`src/ctmc_map.svh`:
```
// Constants for the CAN transceiver mode control block.
// Assumes inclusion by bare name from design files.
`ifndef CTMC_MAP_SVH
`define CTMC_MAP_SVH

// ----------------------------------------
// Mode field encodings
// ----------------------------------------
`define CTMC_MODE_SLEEP_NOWAKE 2'h0
`define CTMC_MODE_LISTEN       2'h1
`define CTMC_MODE_SLEEP_WAKE   2'h2
`define CTMC_MODE_NORMAL       2'h3
`define CTMC_MODE_RESET        2'h0

`endif

```
`src/ctmc_pkg.sv`:
```
// Types for the CAN transceiver mode control block.
// Assumes the encodings written here match the map header.
package ctmc_pkg;

   typedef enum logic [1:0] {
      CTMC_SLEEP_NOWAKE = 2'h0,
      CTMC_LISTEN       = 2'h1,
      CTMC_SLEEP_WAKE   = 2'h2,
      CTMC_NORMAL       = 2'h3
   } ctmc_mode_t;

endpackage

```
`src/ctmc_sync.sv`:
```
// Two-stage synchroniser for one level from outside the clock domain.
// Assumes a single clock and an asynchronous active-low reset.
`timescale 1ns/1ps

module ctmc_sync
(
   input  wire logic clk_i,
   input  wire logic resetn_i,
   input  wire logic d_i,
   output logic      q_o
);

   logic meta_ff;
   logic q_ff;

   always_ff @(posedge clk_i or negedge resetn_i)
   begin
      if (!resetn_i)
      begin
         meta_ff <= 1'b0;
         q_ff    <= 1'b0;
      end
      else
      begin
         meta_ff <= d_i;
         q_ff    <= meta_ff;
      end
   end

   assign q_o = q_ff;

endmodule // ctmc_sync

```
`src/ctmc_top.sv`:
```
// CAN transceiver mode control: mode field, low-power-off handling,
// transmit/receive steering toward the bus driver and receiver.
// Assumes the mode field is written by the chip configuration logic on
// CLK_I, and pins (TXD, bus level) arrive asynchronously.
`timescale 1ns/1ps
`include "ctmc_map.svh"

module ctmc_top
(
   input  wire logic       CLK_I,
   input  wire logic       RESETN_I,
   input  wire logic [1:0] MODE_WDATA_I,
   input  wire logic       MODE_WE_I,
   input  wire logic       LOW_POWER_OFF_STATE_I,
   input  wire logic       TXD_I,
   input  wire logic       BUS_DOMINANT_I,
   output logic [1:0]      MODE_O,
   output logic [1:0]      ACTIVE_MODE_O,
   output logic            RXD_O,
   output logic            RXD_PULLDOWN_O,
   output logic            TXD_PULLUP_O,
   output logic            TXD_PULLDOWN_O,
   output logic            DRV_ON_O,
   output logic            RECV_ON_O,
   output logic            BUS_PULLDOWN_O,
   output logic            WAKE_CAPABLE_O
);

   // ----------------------------------------
   // Input synchronisers
   // ----------------------------------------
   logic txd_s;
   logic bus_dom_s;
   logic lpo_s;

   ctmc_sync u_sync_txd
   (
      .clk_i    (CLK_I),
      .resetn_i (RESETN_I),
      .d_i      (TXD_I),
      .q_o      (txd_s)
   );

   ctmc_sync u_sync_bus
   (
      .clk_i    (CLK_I),
      .resetn_i (RESETN_I),
      .d_i      (BUS_DOMINANT_I),
      .q_o      (bus_dom_s)
   );

   ctmc_sync u_sync_lpo
   (
      .clk_i    (CLK_I),
      .resetn_i (RESETN_I),
      .d_i      (LOW_POWER_OFF_STATE_I),
      .q_o      (lpo_s)
   );

   // ----------------------------------------
   // Mode field and low-power-off
   // ----------------------------------------
   // Configured field is kept untouched in low-power-off, so restore
   // on exit needs no saved copy.
   ctmc_pkg::ctmc_mode_t mode_ff;
   ctmc_pkg::ctmc_mode_t nxt_mode;
   ctmc_pkg::ctmc_mode_t act_mode;
   ctmc_pkg::ctmc_mode_t act_mode_ff;
   logic                 lpo_ff;

   always_comb
   begin
      nxt_mode = mode_ff;
      if (MODE_WE_I && !lpo_s)
      begin
         nxt_mode = ctmc_pkg::ctmc_mode_t'(MODE_WDATA_I);
      end
   end

   always_ff @(posedge CLK_I or negedge RESETN_I)
   begin
      if (!RESETN_I)
      begin
         mode_ff <= ctmc_pkg::ctmc_mode_t'(`CTMC_MODE_RESET);
      end
      else
      begin
         mode_ff <= nxt_mode;
      end
   end

   always_ff @(posedge CLK_I or negedge RESETN_I)
   begin
      if (!RESETN_I)
      begin
         lpo_ff <= 1'b0;
      end
      else
      begin
         lpo_ff <= lpo_s;
      end
   end

   always_comb
   begin
      act_mode = mode_ff;
      if (lpo_ff)
      begin
         if (mode_ff == ctmc_pkg::ctmc_mode_t'(`CTMC_MODE_SLEEP_NOWAKE))
         begin
            act_mode = ctmc_pkg::CTMC_SLEEP_NOWAKE;
         end
         else
         begin
            act_mode = ctmc_pkg::CTMC_SLEEP_WAKE;
         end
      end
   end

   // ----------------------------------------
   // Reported effective mode
   // ----------------------------------------
   // Registered beside the pin flops, so the reported mode and the
   // pins it steers change on the same edge.
   always_ff @(posedge CLK_I or negedge RESETN_I)
   begin
      if (!RESETN_I)
      begin
         act_mode_ff <= ctmc_pkg::ctmc_mode_t'(`CTMC_MODE_RESET);
      end
      else
      begin
         act_mode_ff <= act_mode;
      end
   end

   // ----------------------------------------
   // Pin and driver steering
   // ----------------------------------------
   logic drv_on_ff;
   logic rxd_ff;
   logic recv_on_ff;
   logic txd_pu_ff;
   logic sleep_ff;
   logic wake_ff;

   always_ff @(posedge CLK_I or negedge RESETN_I)
   begin
      if (!RESETN_I)
      begin
         drv_on_ff  <= 1'b0;
         rxd_ff     <= 1'b0;
         recv_on_ff <= 1'b0;
         txd_pu_ff  <= 1'b0;
         sleep_ff   <= 1'b1;
         wake_ff    <= 1'b0;
      end
      else
      begin
         unique case (act_mode)
            ctmc_pkg::CTMC_NORMAL:
            begin
               drv_on_ff  <= ~txd_s;
               rxd_ff     <= ~bus_dom_s;
               recv_on_ff <= 1'b1;
               txd_pu_ff  <= 1'b0;
               sleep_ff   <= 1'b0;
               wake_ff    <= 1'b0;
            end
            ctmc_pkg::CTMC_LISTEN:
            begin
               drv_on_ff  <= 1'b0;
               rxd_ff     <= ~bus_dom_s;
               recv_on_ff <= 1'b1;
               txd_pu_ff  <= 1'b1;
               sleep_ff   <= 1'b0;
               wake_ff    <= 1'b0;
            end
            ctmc_pkg::CTMC_SLEEP_WAKE:
            begin
               drv_on_ff  <= 1'b0;
               rxd_ff     <= 1'b0;
               recv_on_ff <= 1'b0;
               txd_pu_ff  <= 1'b0;
               sleep_ff   <= 1'b1;
               wake_ff    <= 1'b1;
            end
            ctmc_pkg::CTMC_SLEEP_NOWAKE:
            begin
               drv_on_ff  <= 1'b0;
               rxd_ff     <= 1'b0;
               recv_on_ff <= 1'b0;
               txd_pu_ff  <= 1'b0;
               sleep_ff   <= 1'b1;
               wake_ff    <= 1'b0;
            end
         endcase
      end
   end

   // Bus level is only trusted via the receiver; mode use before
   // programming is the host's concern
   assign MODE_O         = mode_ff;
   assign ACTIVE_MODE_O  = act_mode_ff;
   assign RXD_O          = rxd_ff;
   assign RXD_PULLDOWN_O = sleep_ff;
   assign TXD_PULLUP_O   = txd_pu_ff;
   assign TXD_PULLDOWN_O = sleep_ff;
   assign DRV_ON_O       = drv_on_ff;
   assign RECV_ON_O      = recv_on_ff;
   assign BUS_PULLDOWN_O = sleep_ff;
   assign WAKE_CAPABLE_O = wake_ff;

endmodule // ctmc_top

```
`config.mk`:
```
export PLATFORM = sky130hd
export DESIGN_NAME = ctmc_top
export DESIGN_NICKNAME = d
export VERILOG_FILES = /design/src/ctmc_pkg.sv /design/src/ctmc_sync.sv /design/src/ctmc_top.sv
export VERILOG_INCLUDE_DIRS = /design/src /design/src/src
export SDC_FILE = /design/constraint.sdc
export NUM_CORES = 1
export LEC_CHECK = 0
export BUFFER_PORTS_ARGS = -buffer_cell sky130_fd_sc_hd__buf_4
export CAP_MARGIN = 20
export CORE_AREA = 5 5 42 44
export DETAILED_ROUTE_END_ITERATION = 8
export DIE_AREA = 0 0 47 49
export PLACE_DENSITY = 0.68
export SLEW_MARGIN = 20
export SYNTH_ARGS = -nofsm -noshare
export SYNTH_HDL_FRONTEND = slang
export SYNTH_HIERARCHICAL = 1
export SYNTH_SLANG_ARGS = --single-unit
export TNS_END_PERCENT = 1
```
`constraint.sdc`:
```
create_clock -name CLK_I -period 1.02 [get_ports CLK_I]
set_input_delay 0.102 -clock CLK_I [delete_from_list [all_inputs] [get_ports CLK_I]]
set_output_delay 0.102 -clock CLK_I [all_outputs]
set_load 0.02 [all_outputs]
```
==> results by group, run 1 <==
Place
  – Post-Place Worst Slack: 56.5 ps
  – Placed Cells: 63
  – IO Port Bufs: 19
  – Routability cong.: 0.608
  – Post-DP Area: around 690 sq um

Layout
  – Final design instance area without fill: 771 sq um
  – Finished Core Util: 0.550
  – NumNets Final: 64
  – Area delta synth->final: 41.0%
  – Register Area: approximately 430 sq um
  – Commonest non-fill, non-tap cell in the layout: buf_4
  – Fin cells: 71
  – Antenna Diode Count: 0
  – Multi-input gate area in the final layout: a little under 100 sq um
  – Filler Cell Count: approximately 120
  – Most frequent cells in the layout: buf_4 (17), dfrtp_1 (14), dlygate4sd3_1 (4)
  – Fraction of layout cells with a size suffix above 1: 0.582

Synthesis
  – Seq/Total Area, Yosys: 0.780
  – Area leader, netlist: dfrtp_1
  – Compound-gate portion of the synthesized area: 0.0160
  – Synth Net Count: 38
  – YS warnings: 6
  – XOR/XNOR Fraction of Synth Area: 0
  – Post-Syn Area: around 550 sq um
  – Netlist cell types: 11
  – Syn avg cell area: 18.2 sq um
  – Mux share of post-synthesis cell area: 0.0755
  – Area share of and/or/nand/nor cells after synthesis: 0.0870
  – Synth top area cells: dfrtp_1 (73%), mux2_4 (5.5%), dfstp_2 (4.8%)
  – Synth top area share: 0.732
  – Largest family of logic cells by synthesized area: simple AND/OR/NAND/NOR gates
  – Post-Synth Adder-Cell Area: 0
  – Synth Register Bits: 17
  – Cell count after synthesis: 30

Die
  – Site Rows: 14
  – Effective utilization at floorplan: 0.390
  – Die width: roughly 47 um
  – Die Span Y: ~49 um
  – Core Area: around 1400 sq um
  – IO Pins: 20
  – Die ar.: 2300 sq um

Outcome
  – Outcome: finished with violations
  – Violated checks: setup timing

CTS
  – Root Buffer: clkbuf_4
  – Setup bufs post-CTS: 0
  – H-tree depth: 1
  – Clock buffer depth: 2
  – Worst-path clk slew: 90 ps
  – TritonCTS Buffers: 3
  – CTS tree: yes
  – Clk sinks: 17
  – Clock latency on the worst-skew pair: 280 ps

Timing
  – Final setup viols: 3
  – Worst slew pin tran: ~210 ps
  – Final slew viol count: 0
  – Fmax achieved: between 900 and 1000 MHz
  – RSZ-0062 raised after global routing: yes
  – Final Hold Fails: 0
  – Worst Skew: around 4.6 ps
  – Final worst path period share: 1.05
  – Final min period: roughly 1100 ps
  – Final worst slack: -50.0 ps
  – Worst relative slew slack: 0.863

GRT
  – Total gr overflow: 0
  – First-pass GRT wire length: approximately 1400 um
  – Initial antenna violation count: 0
  – Largest net degree at the start of global routing: 18
  – Vias in the first global route: 350
  – GRT Util Overall: 0.0877

Min path
  – Hold crit path type: input pin to register

Pwr
  – VDD IR max: roughly 0.93 mV
  – Sequential share of power: 0.561
  – P per Cell Area: between 1500 and 2000 nW/um^2
  – Clk network pwr share: 0.249
  – Switching portion of total power: 0.256
  – Pint: a little over 1 mW
  – Gate power share: 0.189
  – Psw: about 0.35 mW
  – Static Leak: 0.391 nW

Worst setup path
  – Setup crit end kind: output port
  – CP Cell Sequence: buf_4
  – Critical-path maximum fanout: 3
  – Critical path data arrival time: just under 1000 ps
  – Crit Path Class: register to output port
  – Max incr delay on CP: between 500 and 600 ps
  – CP max stage cell: dfstp_2
  – Cell family with most CP delay: flip-flops
  – Worst Path Required: 920 ps
  – WP buf/inv: 1
  – Startpoint types: register

Route
  – Routed length per instance: 11.5 um
  – Drt drc: 0
  – ANT nets after route: 0
  – Routed vias/inst: 4.32
  – Via count: ~310
  – Final WL: 818 um
  – Iteration-0 DRC Markers: 1
  – Pre-Repair DR Iteration Count: 2

Flow run
  – Max-Cap Viols: 0
==> final cells by class <==
type | count | share of cell area
Clock buffer | 4 | 0.0341
Inverter | 2 | 0.00974
Multi-Input combinational cell | 9 | 0.127
Sequential cell | 17 | 0.557
Tap cell | 16 | 0.0260
Timing Repair Buffer | 23 | 0.247
==> what timing repair did <==
| item | in CTS | in global routing |
|---|---|---|
| resized for setup | 3 | 1 |
| hold buffers | 4 | 0 |
| endpoints found under the setup margin | 5 | 5 |
| hold endpoints to repair | 20 | 0 |
==> sequential cells by signal, summed over array words and instances, names as in the netlist <==
signal,count
ACTIVE_MODE_O,2
MODE_O,2
BUS_PULLDOWN_O,1
DRV_ON_O,1
RECV_ON_O,1
RXD_O,1
TXD_PULLUP_O,1
WAKE_CAPABLE_O,1
lpo_ff,1
u_sync_bus/meta_ff,1
u_sync_bus/q_o,1
u_sync_lpo/meta_ff,1
u_sync_lpo/q_o,1
u_sync_txd/meta_ff,1
u_sync_txd/q_o,1
==> cells by family after synthesis <==
logic type,Yosys count
compound gates,1
flops,17
buf+inv,4
mux,3
simple gates,5
==> cells in the mapped netlist (all sizes together) <==
master	count
a21o	1
buf	2
dfrtp	16
dfstp	1
inv	2
mux2	3
nand2b	1
nor2	2
nor2b	1
nor3b	1
==> power by group through the flow <==
stage          Combinational, mW  Clock (mW)  Sequential [mW]
2_1_floorplan             0.0761           0            0.838
3_3_place_gp               0.243           0            0.782
3_5_place_dp               0.246           0            0.785
4_1_cts                    0.266       0.356            0.775
5_1_grt                    0.281       0.392            0.784
6_report                   0.262       0.345            0.775
==> worst paths after layout <==
path                                    startpoint                  to  slack (ps)  cells past startpoint
worst max-delay path                BUS_PULLDOWN_O      TXD_PULLDOWN_O         -50                      1
worst min-delay path               MODE_WDATA_I[1]           MODE_O[1]          50                      2
worst max register to register      u_sync_lpo/q_o           MODE_O[1]          40                      2
max in group asynchronous                 RESETN_I      BUS_PULLDOWN_O         560                      2
min in group asynchronous                 RESETN_I  u_sync_bus/meta_ff         210                      2
worst min register to register  u_sync_txd/meta_ff      u_sync_txd/q_o         360                      0
==> stage by stage <==
| stage | hold WS [ps] | setup TNS, ps | power (mW) |
|---|---|---|---|
| floorplan | -194 | 0 | 0.914 |
| global placement | -29.4 | 0 | 1.03 |
| detailed placement | -27.3 | 0 | 1.03 |
| CTS | 40.0 | -207 | 1.40 |
| global route | 33.3 | -280 | 1.46 |
| finish | 51.1 | -146 | 1.38 |
==> routing by layer <==
layer  GRT usage  share of wire  up-vias
li1            -              -      142
met1      0.0962           0.37      148
met2       0.129           0.50       15
met3      0.0332           0.11        2
met4      0.0691          0.020        0
met5           0              0        -
(Power assumes the default switching activity.)
==> run 2, diff against run 1 <==
--- a/config.mk
+++ b/config.mk
@@ -15,6 +15,5 @@
 export SLEW_MARGIN = 20
 export SYNTH_ARGS = -nofsm -noshare
 export SYNTH_HDL_FRONTEND = slang
-export SYNTH_HIERARCHICAL = 1
 export SYNTH_SLANG_ARGS = --single-unit
-export TNS_END_PERCENT = 1
+export TNS_END_PERCENT = 5
==> constraint.sdc (replaced) <==
create_clock -name CLK_I -period 1.02 [get_ports CLK_I]
set_input_delay 0.102 -clock CLK_I [delete_from_list [all_inputs] [get_ports CLK_I]]
set_output_delay 0.102 -clock CLK_I [all_outputs]
set_load 0.01 [all_outputs]
==> run 2 against run 1 <==
Net effect: the run still ends with setup timing left; worst hold slack worse by 4.7 ps; flip-flop and latch count stayed put; largest cell class unchanged; die area stayed put; register-to-register slack hardly changed; fmax is 1.8% higher; power is 3.3% lower.
==> results by group, run 2 <==
GRT
  – Largest net degree at the start of global routing: 18 (unchanged)
  – Total gr overflow: 0 (unchanged)
  – GRT Util Overall: 0.0891 (was 0.0877)
  – Initial antenna violation count: 0 (unchanged)
  – First-pass GRT wire length: 1440 um (was 1410 um)
  – Vias in the first global route: 349 (was 350)

Synthesis
  – Syn avg cell area: 18.2 sq um (unchanged)
  – Post-Syn Area: 547 sq um (unchanged)
  – Area leader, netlist: dfrtp_1 (unchanged)
  – Top-count cell post-synth: dfrtp_1 (unchanged)
  – Synth Flop Type: dfrtp_1 (unchanged)
  – Synth top area share: 0.732 (unchanged)
  – Number of enable flip-flop cells after synthesis: 0 (unchanged)
  – Seq/Total Area, Yosys: 0.780 (unchanged)
  – Netlist cell types: 11 (unchanged)
  – Commonest cells in the netlist: dfrtp_1 (16), buf_4 (2), inv_1 (2), mux2_4 (2), nor2_1 (2) (unchanged)
  – Cell count after synthesis: 30 (unchanged)
  – Post-synth ARST share: 1.00 (unchanged)
  – Synth top area cells: dfrtp_1 (73%), mux2_4 (5.5%), dfstp_2 (4.8%) (unchanged)
  – YS warnings: 0 (was 6)
  – Synth Net Count: 38 (unchanged)
  – Synth Register Bits: 17 (unchanged)

Place
  – Placed Cells: 63 (unchanged)
  – Post-DP Area: 694 sq um (unchanged)
  – Routability cong.: 0.602 (was 0.608)
  – IO Port Bufs: 19 (unchanged)
  – Post-Place Worst Slack: 48.9 ps (was 56.5 ps)

CTS
  – H-tree depth: 1 (unchanged)
  – TritonCTS Buffers: 3 (unchanged)
  – Clock buffer depth: 2 (unchanged)
  – Root Buffer: clkbuf_4 (unchanged)
  – CTS tree: yes (unchanged)
  – Clock latency on the worst-skew pair: 280 ps (about the same)
  – Worst-path clk slew: 90 ps (about the same)
  – Clk sinks: 17 (unchanged)
  – Setup bufs post-CTS: 0 (unchanged)

Die
  – Effective utilization at floorplan: 0.390 (unchanged)
  – Die ar.: 2300 sq um (unchanged)
  – Die width: 47 um (unchanged)
  – IO Pins: 20 (unchanged)
  – Die Span Y: 49 um (unchanged)
  – Core Area: 1400 sq um (unchanged)
  – Site Rows: 14 (unchanged)

Timing
  – Final Hold Fails: 0 (unchanged)
  – Worst slew pin tran: 204 ps (was 206 ps)
  – Worst Skew: 2.25 ps (was 4.64 ps)
  – Final worst path period share: 1.03 (was 1.05)
  – Final worst slack: -31.1 ps (was -50.0 ps)
  – RSZ-0062 raised after global routing: yes (unchanged)
  – Hold slack: 46.4 ps (was 51.1 ps)
  – Fmax achieved: 951 MHz (was 935 MHz)
  – Worst relative slew slack: 0.864 (was 0.863)
  – Final min period: 1050 ps (was 1070 ps)
  – Setup_tns: -88.6 ps (was -146 ps)
  – Final slew viol count: 0 (unchanged)
  – Final setup viols: 3 (unchanged)

Worst setup path
  – Critical path data arrival time: 950 ps (was 970 ps)
  – WP buf/inv: 1 (unchanged)
  – Crit Path Class: register to output port (unchanged)
  – Setup crit end kind: output port (unchanged)
  – CP Cell Sequence: buf_4 (unchanged)
  – CP max stage cell: dfstp_2 (unchanged)
  – Startpoint types: register (unchanged)
  – Critical-path maximum fanout: 3 (unchanged)
  – Worst Path Required: 920 ps (about the same)
  – Cell family with most CP delay: flip-flops (unchanged)
  – Max incr delay on CP: 550 ps (about the same)

Pwr
  – P per Cell Area: 1730 nW/um^2 (was 1790 nW/um^2)
  – Sequential share of power: 0.580 (was 0.561)
  – Clk network pwr share: 0.257 (was 0.249)
  – Pint: 1.03 mW (about the same)
  – Gate power share: 0.163 (was 0.189)
  – Static Leak: 0.391 nW (unchanged)
  – VDD IR max: 1.08 mV (was 0.933 mV)
  – Psw: 0.311 mW (was 0.354 mW)
  – Total power: 1.34 mW (was 1.38 mW)
  – Switching portion of total power: 0.233 (was 0.256)

Layout
  – NumNets Final: 64 (unchanged)
  – Fin cells: 71 (unchanged)
  – Antenna Diode Count: 0 (unchanged)
  – Commonest non-fill, non-tap cell in the layout: buf_4 (unchanged)
  – Final design instance area without fill: 771 sq um (unchanged)
  – Finished Core Util: 0.550 (unchanged)
  – Most frequent cells in the layout: buf_4 (17), dfrtp_1 (14), dlygate4sd3_1 (4) (unchanged)
  – Area delta synth->final: 41.0% (unchanged)
  – Fraction of layout cells with a size suffix above 1: 0.582 (unchanged)

Flow run
  – Max-Cap Viols: 0 (unchanged)

Route
  – ANT nets after route: 0 (unchanged)
  – Pre-Repair DR Iteration Count: 2 (unchanged)
  – Final WL: 812 um (was 818 um)
  – Iteration-0 DRC Markers: 1 (unchanged)
  – Routed vias/inst: 4.25 (was 4.32)
  – Via count: 302 (was 307)
  – Drt drc: 0 (unchanged)
  – Routed length per instance: 11.4 um (was 11.5 um)

Outcome
  – Outcome: finished with violations (unchanged)
  – Violated checks: setup timing (unchanged)

Min path
  – Hold crit path type: input pin to register (unchanged)
==> run 2: path summary, 6_finish.rpt <==
kind	from	endpoint	slack (ps)	cells after the start
min in group asynchronous	RESETN_I	u_sync_lpo.q_o	210	2
setup / recovery	BUS_PULLDOWN_O	TXD_PULLDOWN_O	-30	1
hold / removal	MODE_WDATA_I[0]	MODE_O[0]	50	2
max in group asynchronous	RESETN_I	BUS_PULLDOWN_O	570	2
setup reg to reg	u_sync_lpo.q_o	MODE_O[1]	40	2
hold reg to reg	u_sync_txd.meta_ff	u_sync_txd.q_o	360	0
==> run 2: per-layer routing <==
layer  wire (um)  track usage  part of all wire
met3          92       0.0332              0.11
met2         417        0.131              0.51
met1         286       0.0986              0.35
met4          16       0.0691             0.020
met5           0            0                 0
==> run 2: cell families (layout without fill, tap and decap cells) <==
family | count (synthesis) | after routing | share of synthesized area
simple gates | 5 | 5 | 0.0869
compound gates | 1 | 1 | 0.0160
flops | 17 | 17 | 0.780
buf+inv | 4 | 29 | 0.0412
mux | 3 | 3 | 0.0755
==> run 2: power groups by stage <==
stage               clock (mW)  combinational (mW)  sequential (mW)
global placement             0               0.200            0.782
detailed placement           0               0.203            0.785
CTS                      0.360               0.216            0.773
floorplan                    0              0.0697            0.803
finish                   0.344               0.218            0.775
global route             0.391               0.240            0.784
==> run 2: final cells by class <==
class	count	area [sq um]
clock buffers	4	26.3
fillers	122	631
inverters	2	7.51
multi-input cells	9	97.6
flip-flops and latches	17	429
well taps	16	20.0
repair buffers	23	190
==> run 2: what timing repair did <==
action / 4_1_cts / 5_1_grt
hold buffers: 4 / 0
gates resized for setup: 1 / 3
gates cloned: 0 / 0
endpoints found under the setup margin: 4 / 5
endpoints found under the hold margin: 20 / 0
